--- config.mk ---
export PLATFORM = sky130hd
export DESIGN_NAME = opt_one_pulse_timer
export DESIGN_NICKNAME = d
export VERILOG_FILES = /design/src/opt_pkg.sv /design/src/opt_one_pulse_timer.sv
export SDC_FILE = /design/constraint.sdc
export NUM_CORES = 1
export LEC_CHECK = 0
export BUFFER_PORTS_ARGS = -buffer_cell sky130_fd_sc_hd__buf_4
export CORE_ASPECT_RATIO = 0.75
export CORE_MARGIN = 8
export CORE_UTILIZATION = 45
export DETAILED_ROUTE_END_ITERATION = 16
export GPL_TIMING_DRIVEN = 1
export PLACE_DENSITY = 0.73
export SLEW_MARGIN = 20
export SYNTH_ARGS = -nofsm -noshare
export SYNTH_HDL_FRONTEND = slang
export SYNTH_SLANG_ARGS = --single-unit
--- constraint.sdc ---
create_clock -name sys_clk -period 2.2 [get_ports sys_clk]
set_input_delay 0.33 -clock sys_clk [delete_from_list [all_inputs] [get_ports sys_clk]]
set_output_delay 0.33 -clock sys_clk [all_outputs]
set_load 0.02 [all_outputs]
--- src/opt_pkg.sv ---
// constants for the one-pulse pwm timer
package opt_pkg;
  localparam int CNT_W = 12;
  localparam logic [11:0] CNT_ZERO = 12'h000;
  localparam logic [11:0] DUTY_RST = 12'h000;
  localparam logic [11:0] RELOAD_RST = 12'hFFF;
  // trigger to clear: two pipeline stages, third cycle is the clear
  localparam int TRIG_PIPE = 2;
  typedef enum logic [1:0] {
    OPT_EV_NONE,
    OPT_EV_PWM,
    OPT_EV_UNTRIG,
    OPT_EV_FORCE
  } opt_event_t;
endpackage

--- src/opt_one_pulse_timer.sv ---
// one-pulse pwm generator on the second 12-bit autoreload counter
// Behaviour
// - one-pulse only in dual mode, counter two, enabled
// - edge select bit picks active trigger polarity
// - active edge clears counter, output three high
// - output three low at duty three match
// - edges ignored before duty match reached after a triggered restart
// - edge after duty match restarts pulse
// - no edge: count to reload, clear, repeat
// - output two same, uses duty two
// - enable and edge select act immediately
// - polarity inverts outputs in one-pulse mode only, loaded at overflow if transfer
// - trigger to clear within 2 to 3 cycles
// - break, trigger, force, reload, normal priority
// - overflow pulse on every counter clear
// - force update loads duty now, and polarity now in one-pulse mode
// - duty three update only at force or at a clear with transfer
// - edge after reload clear clears again
module opt_one_pulse_timer #(
  parameter int CntW = opt_pkg::CNT_W
) (
  // clock and reset
  input wire logic sys_clk,
  input wire logic srst,
  // mode control
  input wire logic dualTimerMode,
  input wire logic counterTwoEnable,
  input wire logic onePulseEnable,
  input wire logic triggerEdgeSelect,
  input wire logic breakActive,
  input wire logic counterTick,
  // compare and reload
  input wire logic [CntW-1:0] reloadValueTwo,
  input wire logic [CntW-1:0] dutyCompareTwo,
  input wire logic [CntW-1:0] dutyCompareThree,
  input wire logic outputPolarityTwo,
  input wire logic outputPolarityThree,
  input wire logic transferEnableTwo,
  input wire logic forceUpdateTwo,
  // trigger pin
  input wire logic captureTriggerPin,
  // outputs
  output logic pulseOutTwo,
  output logic pulseOutThree,
  output logic overflowTwo,
  output logic [CntW-1:0] secondCounter
);

  // package constants are 12 bits wide, so wider counters cannot be served
  if (CntW < 2 || CntW > opt_pkg::CNT_W) begin : g_bad_width
    $error("opt_one_pulse_timer: CntW out of range");
  end

  logic [CntW-1:0] cnt_r;
  logic [CntW-1:0] activeDutyTwo_r;
  logic [CntW-1:0] activeDutyThree_r;
  logic activePolTwo_r;
  logic activePolThree_r;
  logic rawTwo_r;
  logic rawThree_r;
  logic pinPrev_r;
  logic trigPend_r;
  logic holdOff_r;
  logic ovf_r;
  logic onePulseOn;
  logic pinEdge;
  logic trigAccept;
  logic reloadHit;
  logic dutyPassed;
  logic clearCnt;
  opt_pkg::opt_event_t evt;

  //////////////////////////////////////////////////////////////////////////
  // mode qualification
  assign onePulseOn = dualTimerMode & onePulseEnable & counterTwoEnable;

  // polarity of active edge, select used live
  assign pinEdge = triggerEdgeSelect ? (captureTriggerPin & ~pinPrev_r)
                                     : (~captureTriggerPin & pinPrev_r);

  // ignore edges until duty three reached after a triggered restart
  // a reload clear does not arm the hold-off, so an edge still restarts
  assign dutyPassed = ~holdOff_r;
  assign reloadHit = counterTick & (cnt_r >= reloadValueTwo);

  always_ff @(posedge sys_clk) begin
    if (srst) begin
      pinPrev_r <= 1'b0;
    end else begin
      pinPrev_r <= captureTriggerPin;
    end
  end

  // edge seen in cycle 0, pending in 1, clear in 2
  always_ff @(posedge sys_clk) begin
    if (srst) begin
      trigPend_r <= 1'b0;
    end else begin
      // a second edge while one is pending would restart twice
      trigPend_r <= onePulseOn & pinEdge & dutyPassed & ~trigPend_r;
    end
  end
  assign trigAccept = trigPend_r & onePulseOn;

  // hold-off set by triggered restart, ended by duty match or other clear
  always_ff @(posedge sys_clk) begin
    if (srst) begin
      holdOff_r <= 1'b0;
    end else if (~onePulseOn) begin
      holdOff_r <= 1'b0;
    end else if (trigAccept & clearCnt) begin
      holdOff_r <= 1'b1;
    end else if (clearCnt) begin
      holdOff_r <= 1'b0;
    end else if (cnt_r >= activeDutyThree_r) begin
      holdOff_r <= 1'b0;
    end
  end

  //////////////////////////////////////////////////////////////////////////
  // event priority, break above everything
  always_comb begin
    if (breakActive | ~counterTwoEnable) begin
      evt = opt_pkg::OPT_EV_NONE;
    end else if (forceUpdateTwo) begin
      evt = opt_pkg::OPT_EV_FORCE;
    end else if (reloadHit) begin
      evt = opt_pkg::OPT_EV_UNTRIG;
    end else begin
      evt = opt_pkg::OPT_EV_PWM;
    end
  end

  assign clearCnt = ~breakActive & counterTwoEnable
                    & (trigAccept | evt == opt_pkg::OPT_EV_FORCE
                       | evt == opt_pkg::OPT_EV_UNTRIG);

  always_ff @(posedge sys_clk) begin
    if (srst) begin
      cnt_r <= opt_pkg::CNT_ZERO[CntW-1:0];
    end else if (clearCnt) begin
      cnt_r <= opt_pkg::CNT_ZERO[CntW-1:0];
    end else if (counterTwoEnable & counterTick) begin
      cnt_r <= cnt_r + 1'b1;
    end
  end

  always_ff @(posedge sys_clk) begin
    if (srst) begin
      ovf_r <= 1'b0;
    end else begin
      ovf_r <= clearCnt;
    end
  end

  //////////////////////////////////////////////////////////////////////////
  // force loads now in one-pulse mode, polarity also at overflow with transfer
  always_ff @(posedge sys_clk) begin
    if (srst) begin
      activePolTwo_r <= 1'b0;
      activePolThree_r <= 1'b0;
    end else if ((onePulseOn & forceUpdateTwo) | (clearCnt & transferEnableTwo)) begin
      activePolTwo_r <= outputPolarityTwo;
      activePolThree_r <= outputPolarityThree;
    end
  end

  // duty copies load on force, or on a counter clear with transfer enable
  always_ff @(posedge sys_clk) begin
    if (srst) begin
      activeDutyTwo_r <= opt_pkg::DUTY_RST[CntW-1:0];
      activeDutyThree_r <= opt_pkg::DUTY_RST[CntW-1:0];
    end else if (forceUpdateTwo | (clearCnt & transferEnableTwo)) begin
      activeDutyTwo_r <= dutyCompareTwo;
      activeDutyThree_r <= dutyCompareThree;
    end
  end

  //////////////////////////////////////////////////////////////////////////
  // outputs set on clear, drop at duty match
  always_ff @(posedge sys_clk) begin
    if (srst) begin
      rawTwo_r <= 1'b0;
      rawThree_r <= 1'b0;
    end else if (breakActive) begin
      rawTwo_r <= 1'b0;
      rawThree_r <= 1'b0;
    end else if (clearCnt) begin
      rawTwo_r <= 1'b1;
      rawThree_r <= 1'b1;
    end else begin
      if (cnt_r >= activeDutyTwo_r) begin
        rawTwo_r <= 1'b0;
      end
      if (cnt_r >= activeDutyThree_r) begin
        rawThree_r <= 1'b0;
      end
    end
  end

  // inversion applies only in one-pulse mode
  assign pulseOutTwo = rawTwo_r ^ (onePulseOn & activePolTwo_r);
  assign pulseOutThree = rawThree_r ^ (onePulseOn & activePolThree_r);
  assign overflowTwo = ovf_r;
  assign secondCounter = cnt_r;
endmodule

==> results of run 1 <==
[flip-flops by register name, summed over array words and instances (netlist names)]
name               cells
activeDutyThree_r     12
activeDutyTwo_r       12
secondCounter         12
activePolThree_r       1
activePolTwo_r         1
holdOff_r              1
overflowTwo            1
pinPrev_r              1
rawThree_r             1
rawTwo_r               1
trigPend_r             1
[layer usage]
metal | wire length, um | GRT usage (%)
met1 | 3140 | 18.2
met2 | 2780 | 23.9
met3 | 295 | 3.80
met4 | 72 | 4.82
met5 | 0 | 0
[stage by stage]
stage	hold slack (ps)	instances	util [%]	cell area (sq um)	setup WS (ps)
6_report	220	455	59.1	3410	210
5_1_grt	223	455	59.1	3410	19.8
3_3_place_gp	407	448	57.8	3330	115
3_5_place_dp	414	448	57.8	3330	83.0
4_1_cts	208	455	59.1	3410	201
2_1_floorplan	398	297	-	2660	139
[kinds of logic after synthesis]
kind of cell             count (synthesis)  share of synthesized area [%]
AND/OR/NAND/NOR                         95                           17.7
flip-flops                              44                           33.2
buffers and inverters                   42                           7.21
AO/OA/AOI/OAI                           39                           10.0
adder cells (fa/ha/maj)                 37                           17.4
multiplexers                            27                           10.2
XOR/XNOR                                13                           4.29
[worst register-to-register path: stages, from the launching register on]
cell and delay [ps]:
sky130_fd_sc_hd__dfxtp_1 320, sky130_fd_sc_hd__ha_1 310, sky130_fd_sc_hd__and4_1 240, sky130_fd_sc_hd__nor4b_4 250
sky130_fd_sc_hd__a31oi_2 170, sky130_fd_sc_hd__o211ai_4 150, sky130_fd_sc_hd__buf_12 190, sky130_fd_sc_hd__mux2i_1 200
sky130_fd_sc_hd__nor2_1 60
[layout make-up]
cell class | instances | area share [%]
sequential | 44 | 25.8
clock buffer | 6 | 2.13
inverter | 35 | 3.85
clock inverter | 1 | 0.147
multi-input combinational | 211 | 46.5
timing repair buffer | 80 | 18.7
tap | 78 | 2.86
[path summary, 6_finish.rpt]
check                                        from  slack (ps)                 end  depth (start not counted)
worst max-delay path            secondCounter[11]         210  activeDutyTwo_r[7]                          8
worst min register to register          holdOff_r         420          trigPend_r                          1
worst min-delay path                  breakActive         220          rawThree_r                          2
worst max register to register  secondCounter[11]         210  activeDutyTwo_r[7]                          8
[cell usage in the layout (no fill, tap or decap), types with 2 or more instances in the layout]
cell type	Yosys	layout
sky130_fd_sc_hd__inv_1	35	35
sky130_fd_sc_hd__xnor2_1	8	8
sky130_fd_sc_hd__xor2_1	5	5
sky130_fd_sc_hd__dfxtp_1	44	44
sky130_fd_sc_hd__nor3b_1	2	2
sky130_fd_sc_hd__o21ai_1	3	3
sky130_fd_sc_hd__nand3_1	3	3
sky130_fd_sc_hd__a211oi_1	3	3
sky130_fd_sc_hd__nand2b_1	7	7
sky130_fd_sc_hd__a21o_1	7	7
sky130_fd_sc_hd__mux2i_1	27	27
sky130_fd_sc_hd__o2111ai_1	2	2
sky130_fd_sc_hd__a21oi_1	13	13
sky130_fd_sc_hd__buf_12	2	3
sky130_fd_sc_hd__and3_1	5	5
sky130_fd_sc_hd__ha_1	37	37
sky130_fd_sc_hd__buf_4	0	77
sky130_fd_sc_hd__o21ai_0	5	5
sky130_fd_sc_hd__nor2_1	44	44
sky130_fd_sc_hd__clkbuf_8	0	5
sky130_fd_sc_hd__nand4_1	4	4
sky130_fd_sc_hd__nand2_1	17	17
sky130_fd_sc_hd__nor2b_1	5	5
[power breakdown]
| part | leakage (nW) | internal, mW | total (mW) | switching (mW) |
|---|---|---|---|---|
| sequential | 0.360 | 0.830 | 0.847 | 0.0172 |
| combinational | 1.31 | 0.157 | 0.293 | 0.136 |
| clock | 0.0410 | 0.216 | 0.482 | 0.266 |
==> summary.md, run 1 <==
The first global-routing pass estimated 10100 um of wire. The multi-input combinational cells in the finished layout cover a total of 1580 sq um. The average instance in the mapped netlist occupies 8.94 sq um. Port buffering added 63 buffers. The highest cell delay on the worst timing path came out at 320 ps. Setup violations remaining at the end of the flow were counted as 0. The routed wire length per instance is 13.8 um.

The number of antenna violations at the first check in global routing was 0. The number of antenna diodes in the final layout is 0. In this design, the largest share of critical-path delay is due to simple AND/OR/NAND/NOR gates. By startpoint and endpoint, the worst setup path is classified as flop to flop. The nature of the critical path endpoint was a flop. The logs give 3.15 ps for the worst setup skew after layout and 14.4% for the global routing usage summed across all routing layers. The signal on the critical path passes through ha_1, and4_1, nor4b_4, a31oi_2, o211ai_4, buf_12, mux2i_1, nor2_1.

TritonCTS built the clock tree. After detailed routing, the number of remaining DRC violations is 0. The via count of the first global-routing pass was 2220; the remaining number of nets flagged by the antenna check after routing was 0. For the standby leakage power, the log shows 1.71 nW. The die covers 8640 sq um. In this run the clock root is driven by a sky130_fd_sc_hd__clkbuf_8. In this run, post-CTS repair resized a total of 0 instances. Setup total negative slack on the finished layout was measured at 0 ps.

In the final design database the tool counted 463 nets. The HPWL after detailed placement is 5140 um. Sorting the synthesized cells by how often they occur yields 44 x sky130_fd_sc_hd__dfxtp_1, 44 x sky130_fd_sc_hd__nor2_1, 37 x sky130_fd_sc_hd__ha_1. Counting the buffers created by CTS gives 5.

In the synthesized netlist the dominant register cell turns out to be sky130_fd_sc_hd__dfxtp_1. Power spread over the standard cell area amounts to 476 nW/um^2. The tools report the wire length reported by the detailed router as 6290 um. The worst hold path belongs to the class input pin to flop. The logs give 383 for the net count of the mapped netlist and 0 for the post-cts hold buffer count. The cell with the largest stage delay on the worst path was sky130_fd_sc_hd__dfxtp_1. In the final layout, the share of cells above drive strength 1 is 24.1%. The total design power was 1.62 mW.

For the worst setup path, the data required time is 2380 ps. Setup repair after global routing left no endpoint under its margin. Source-to-sink clock delay at the later pin of the worst-skew pair: 300 ps.

After clock tree synthesis, the clock-pin slew on the worst setup and hold paths is 80 ps. The row count was 24. The number of instances in the synthesized netlist is 297.

The die is 105 um wide. The tools report the warning count from the yosys run as 0. Number of DRC markers after the initial detailed-route iteration: 58. CTS built an H-tree with a depth of 2. The starting utilization of the core area is 46.1%. The tools report the final count of pins violating max slew as 0.

The worst path needs 1990 ps of the cycle, external delays included. Entering global routing, the biggest net connects 36 pins. Number of distinct standard cells referenced by the synthesized netlist: 37. The number of enable flip-flop cells after synthesis was 0. The core region is 5770 sq um. The run finished with clean final reports. For this design the top-level I/O count stands at 64.

The hold violation total from the final report was 0. The total vias in the final route was 2236. In this run the worst path has a maximum fanout of 13. Ranked by total cell area, the synthesized netlist is headed by sky130_fd_sc_hd__dfxtp_1 33%, sky130_fd_sc_hd__ha_1 17%, sky130_fd_sc_hd__mux2i_1 10%, sky130_fd_sc_hd__nor2_1 6.2%, sky130_fd_sc_hd__inv_1 4.9%.

The proportion of register bits with asynchronous set or reset after synthesis was 0%. For this run, the top clock speed supported by timing is 502 MHz. In this run, synthesis produced a sequential element count of 44. The tools report the startpoint type of the worst setup path as a flop. At the worst endpoint, the arrival time is 2170 ps.

Of the available clock period, the critical path in the final layout requires 90.5%. The clock passes through at most 2 buffers. The fraction of synthesized cell area taken by the top area cell type works out to 33.2%. The logs give 0.255 mV for the worst IR drop on VDD and 33.2% for the fraction of the yosys area taken by sequential cells. Measured along the y axis, the die boundary spans 82.5 um. For the final weighted congestion of routability-driven global placement, the log shows 0.797.

For the synthesized area, the log shows 2660 sq um. The post-CTS setup buffer count was 0; the worst slew margin relative to its limit was 76.8%. The tools report the remaining global-route overflow as 0. The detailed-route vias per instance works out to 4.91. The max-cap check violation count was 0; the area overhead of the layout relative to synthesis was 28.4%. The largest area contributor in the netlist is sky130_fd_sc_hd__dfxtp_1. At the pin with the least slew margin, the transition time is 348 ps. In the final layout, flip-flops and latches occupy 881 sq um. The critical path buffer and inverter count is 1. The clock net sink count is 44. Counting the fill cells in the layout gives 532. The first TritonRoute pass finished after 4 iterations.
No activity file was read; power rests on OpenSTA's default activity.
==> run 2: changes to the inputs <==
- CORE_UTILIZATION: 45 -> 30
- PLACE_DENSITY: 0.73 -> 0.54
==> run 2 against run 1 <==
Compared with the run above: global-route usage down 3.2 points; setup slack worse by 83 ps; wire length up 9.4%; cell count up 7.3%; hold slack better by 15 ps; flip-flop and latch count unchanged; critical path depth up 1; first-iteration DRC count up 72%; cell area up 6.2%; maximum frequency down 4.0%; critical path type unchanged; highest routed layer unchanged.
==> summary.md, run 2 (synthesis gave the netlist of run 1 again) <==
The run finished with clean final reports. Highest cell delay on the worst timing path: 340 ps. The top cell types in the final layout, fill and taps aside, are 77 x sky130_fd_sc_hd__buf_4, 44 x sky130_fd_sc_hd__nor2_1, 43 x sky130_fd_sc_hd__dfxtp_1.

Measured in cells, the most critical reg-to-reg path has a length of 9. Traced cell by cell, the critical path runs through ha_4, and4_1, nor4b_4, a31oi_4, o211ai_4, buf_12, buf_6, mux2i_1, nor2_1. The root buffer cell chosen for the clock tree is sky130_fd_sc_hd__clkbuf_16. After detailed routing, the met3 layer carries 341 um of wire.

Row generation in the floorplan step produced 29 rows. The final critical path takes up 94.2% of the cycle. The deepest clock path buffer count was 2; the total vias in the final route was 2211. Wire segments on met2 add up to 2900 um in the final route. For the pin with the worst max-slew slack, the measured transition is 374 ps. Dividing the detail-routed via count by the number of cells gives 4.53. Grouping stages by cell kind, the critical path spends the most delay in simple AND/OR/NAND/NOR gates. The initial utilization of the core area, before any placement, comes to 31.2%. Count of input and output buffers: 63.

The cell area after layout is 3620 sq um. The via count of the first global-routing pass was 2301. The worst path meets setup with 127 ps of slack.

The run gives 1.88 mW as the total design power. The run gives 0 as the setup-violating endpoint count in the final report. The path class of the tightest hold or removal check is input pin to flop. The final layout contains routed wiring with a total length of 6880 um. The slack of the worst reg-to-reg path is 130 ps, and the routed wire length per instance is 14.1 um.

The setup slack after placement was 2.25 ps; the die width was 125 um. In this run, placement finished with an instance count of 477. Hold violation total from the final report: 0. For this run, the top clock speed supported by timing is 482 MHz. The remaining number of nets flagged by the antenna check after routing was 0; the layout net count was 466. Data on the critical path arrives at its endpoint at 2240 ps. CTS saw 44 sinks.

The layout cell share with drive strength beyond 1 works out to 26.3%. In this run the critical register-to-register path is launched from secondCounter[9]. The area growth from synthesis to layout is 36.3%. The count of cells in the finished layout, fillers not included, comes to 488.

The run gives 290 ps as the source-to-sink clock delay at the later pin of the worst-skew pair. The worst register-to-register path ends at activeDutyThree_r[7]. The worst setup path endpoint is activeDutyThree_r[7]. Post-place instance area: 3350 sq um.

The die covers 12200 sq um. The critical path starts at secondCounter[9]. The region available for standard cell placement spans 8530 sq um.

Diode insertion count for antenna repair: 0. The total negative setup slack is 0 ps. At the end of routability-driven placement, the weighted congestion stood at 0.747.

Entering global routing, the biggest net connects 36 pins. TritonCTS built the clock tree. In this run the vertical extent of the chip is 97.5 um.

The critical path depth in cells is 9, and the power per standard cell area is 518 nW/um^2. The number of iterations in the first detailed-routing pass was 4; the number of DRC markers after the initial detailed-route iteration was 100. The clock tree synthesis step divided the H-tree into 2 levels. The run gives 11300 um as the first-pass GRT wire length. The critical path contains buffers and inverters numbering 2 combined. The largest individual stage delay along the critical path comes from the cell sky130_fd_sc_hd__dfxtp_2. The tool flagged a number of max-cap violations equal to 0. The tools report the required time of the worst setup path as 2370 ps.

The remaining global-route overflow came out at 0. The clock slew at the register clock pins of the worst setup and hold paths works out to 60 ps. The highest layer touched by signal routing is met4. The number of antenna violations at the first check in global routing came out at 0. In this run, CTS created clock tree buffers numbering 5. The worst path needs 2070 ps of the cycle, external delays included.

STA classifies the critical path endpoint as a flop. The final count of pins violating max slew was 0; the global routing usage summed across all routing layers was 11.2%. The clock arrives with 5.61 ps of skew. Along the worst path, the maximum fanout reaches 6. IR analysis of the VDD net gives a maximum drop of 0.297 mV. The worst setup path is of the flop to flop kind. Wire length the detailed router placed on met1: 3580 um.

The most common cell after layout, fill and taps aside is sky130_fd_sc_hd__buf_4. The worst pin sits at a relative slew slack of 75.1%. In this run the count of I/O pins placed on the die edge is 64. Detailed placement finished with a half-perimeter wire length of 5250 um.

STA classifies the critical path startpoint as a flop. In this run the static leakage power is 1.79 nW. After detailed routing, the number of remaining DRC violations is 0.
run 2: cell types whose count changed in the layout (fill, tap and decap cells not counted), sizes merged:
cell and change:
buf +1, clkbuf +2
run 2: worst min-delay path by stage:
stage | from | to | slack (ps) | cells past startpoint
after floorplan | holdOff_r | trigPend_r | 400 | 1
after global placement | holdOff_r | trigPend_r | 410 | 1
after detailed placement | holdOff_r | trigPend_r | 420 | 1
after CTS | breakActive | rawThree_r | 230 | 2
after global routing | breakActive | rawThree_r | 240 | 2
final | breakActive | rawThree_r | 240 | 2
run 2: repair_timing:
item,CTS,global route
setup buffers,0,1
resized for setup,0,8
hold buffers,0,0
setup endpoints to repair,0,19
run 2: layer usage:
layer	up-vias	global-route usage (%)
li1	1169	-
met1	989	14.7
met2	45	17.2
met3	8	3.82
met4	0	2.77
met5	-	0
run 2: worst reg2reg max path, cell delays in order (launching register included):
cell and delay, ps:
sky130_fd_sc_hd__dfxtp_2 340, sky130_fd_sc_hd__ha_4 260, sky130_fd_sc_hd__and4_1 220, sky130_fd_sc_hd__nor4b_4 310, sky130_fd_sc_hd__a31oi_4 160, sky130_fd_sc_hd__o211ai_4 110, sky130_fd_sc_hd__buf_12 160, sky130_fd_sc_hd__buf_6 160
sky130_fd_sc_hd__mux2i_1 190, sky130_fd_sc_hd__nor2_1 50
run 2: cell type report:
type / instances / area (sq um)
clock buffer: 6 / 129
clock inverter: 1 / 5.00
fill: 856 / 4910
inverter: 35 / 131
multi-input combinational: 211 / 1640
sequential: 44 / 882
tap: 108 / 135
timing repair buffer: 83 / 699
run 2: through the flow:
step                utilization (%)  hold WS [ps]
detailed placement             39.3           417
global placement               39.3           409
floorplan                         -           398
global route                   42.5           240
finish                         42.5           235
CTS                            40.9           229
run 2: power breakdown:
part,internal (mW),total [mW],switching [mW]
clock,0.413,0.712,0.300
combinational,0.171,0.315,0.144
sequential,0.831,0.849,0.0172
total,1.42,1.88,0.461
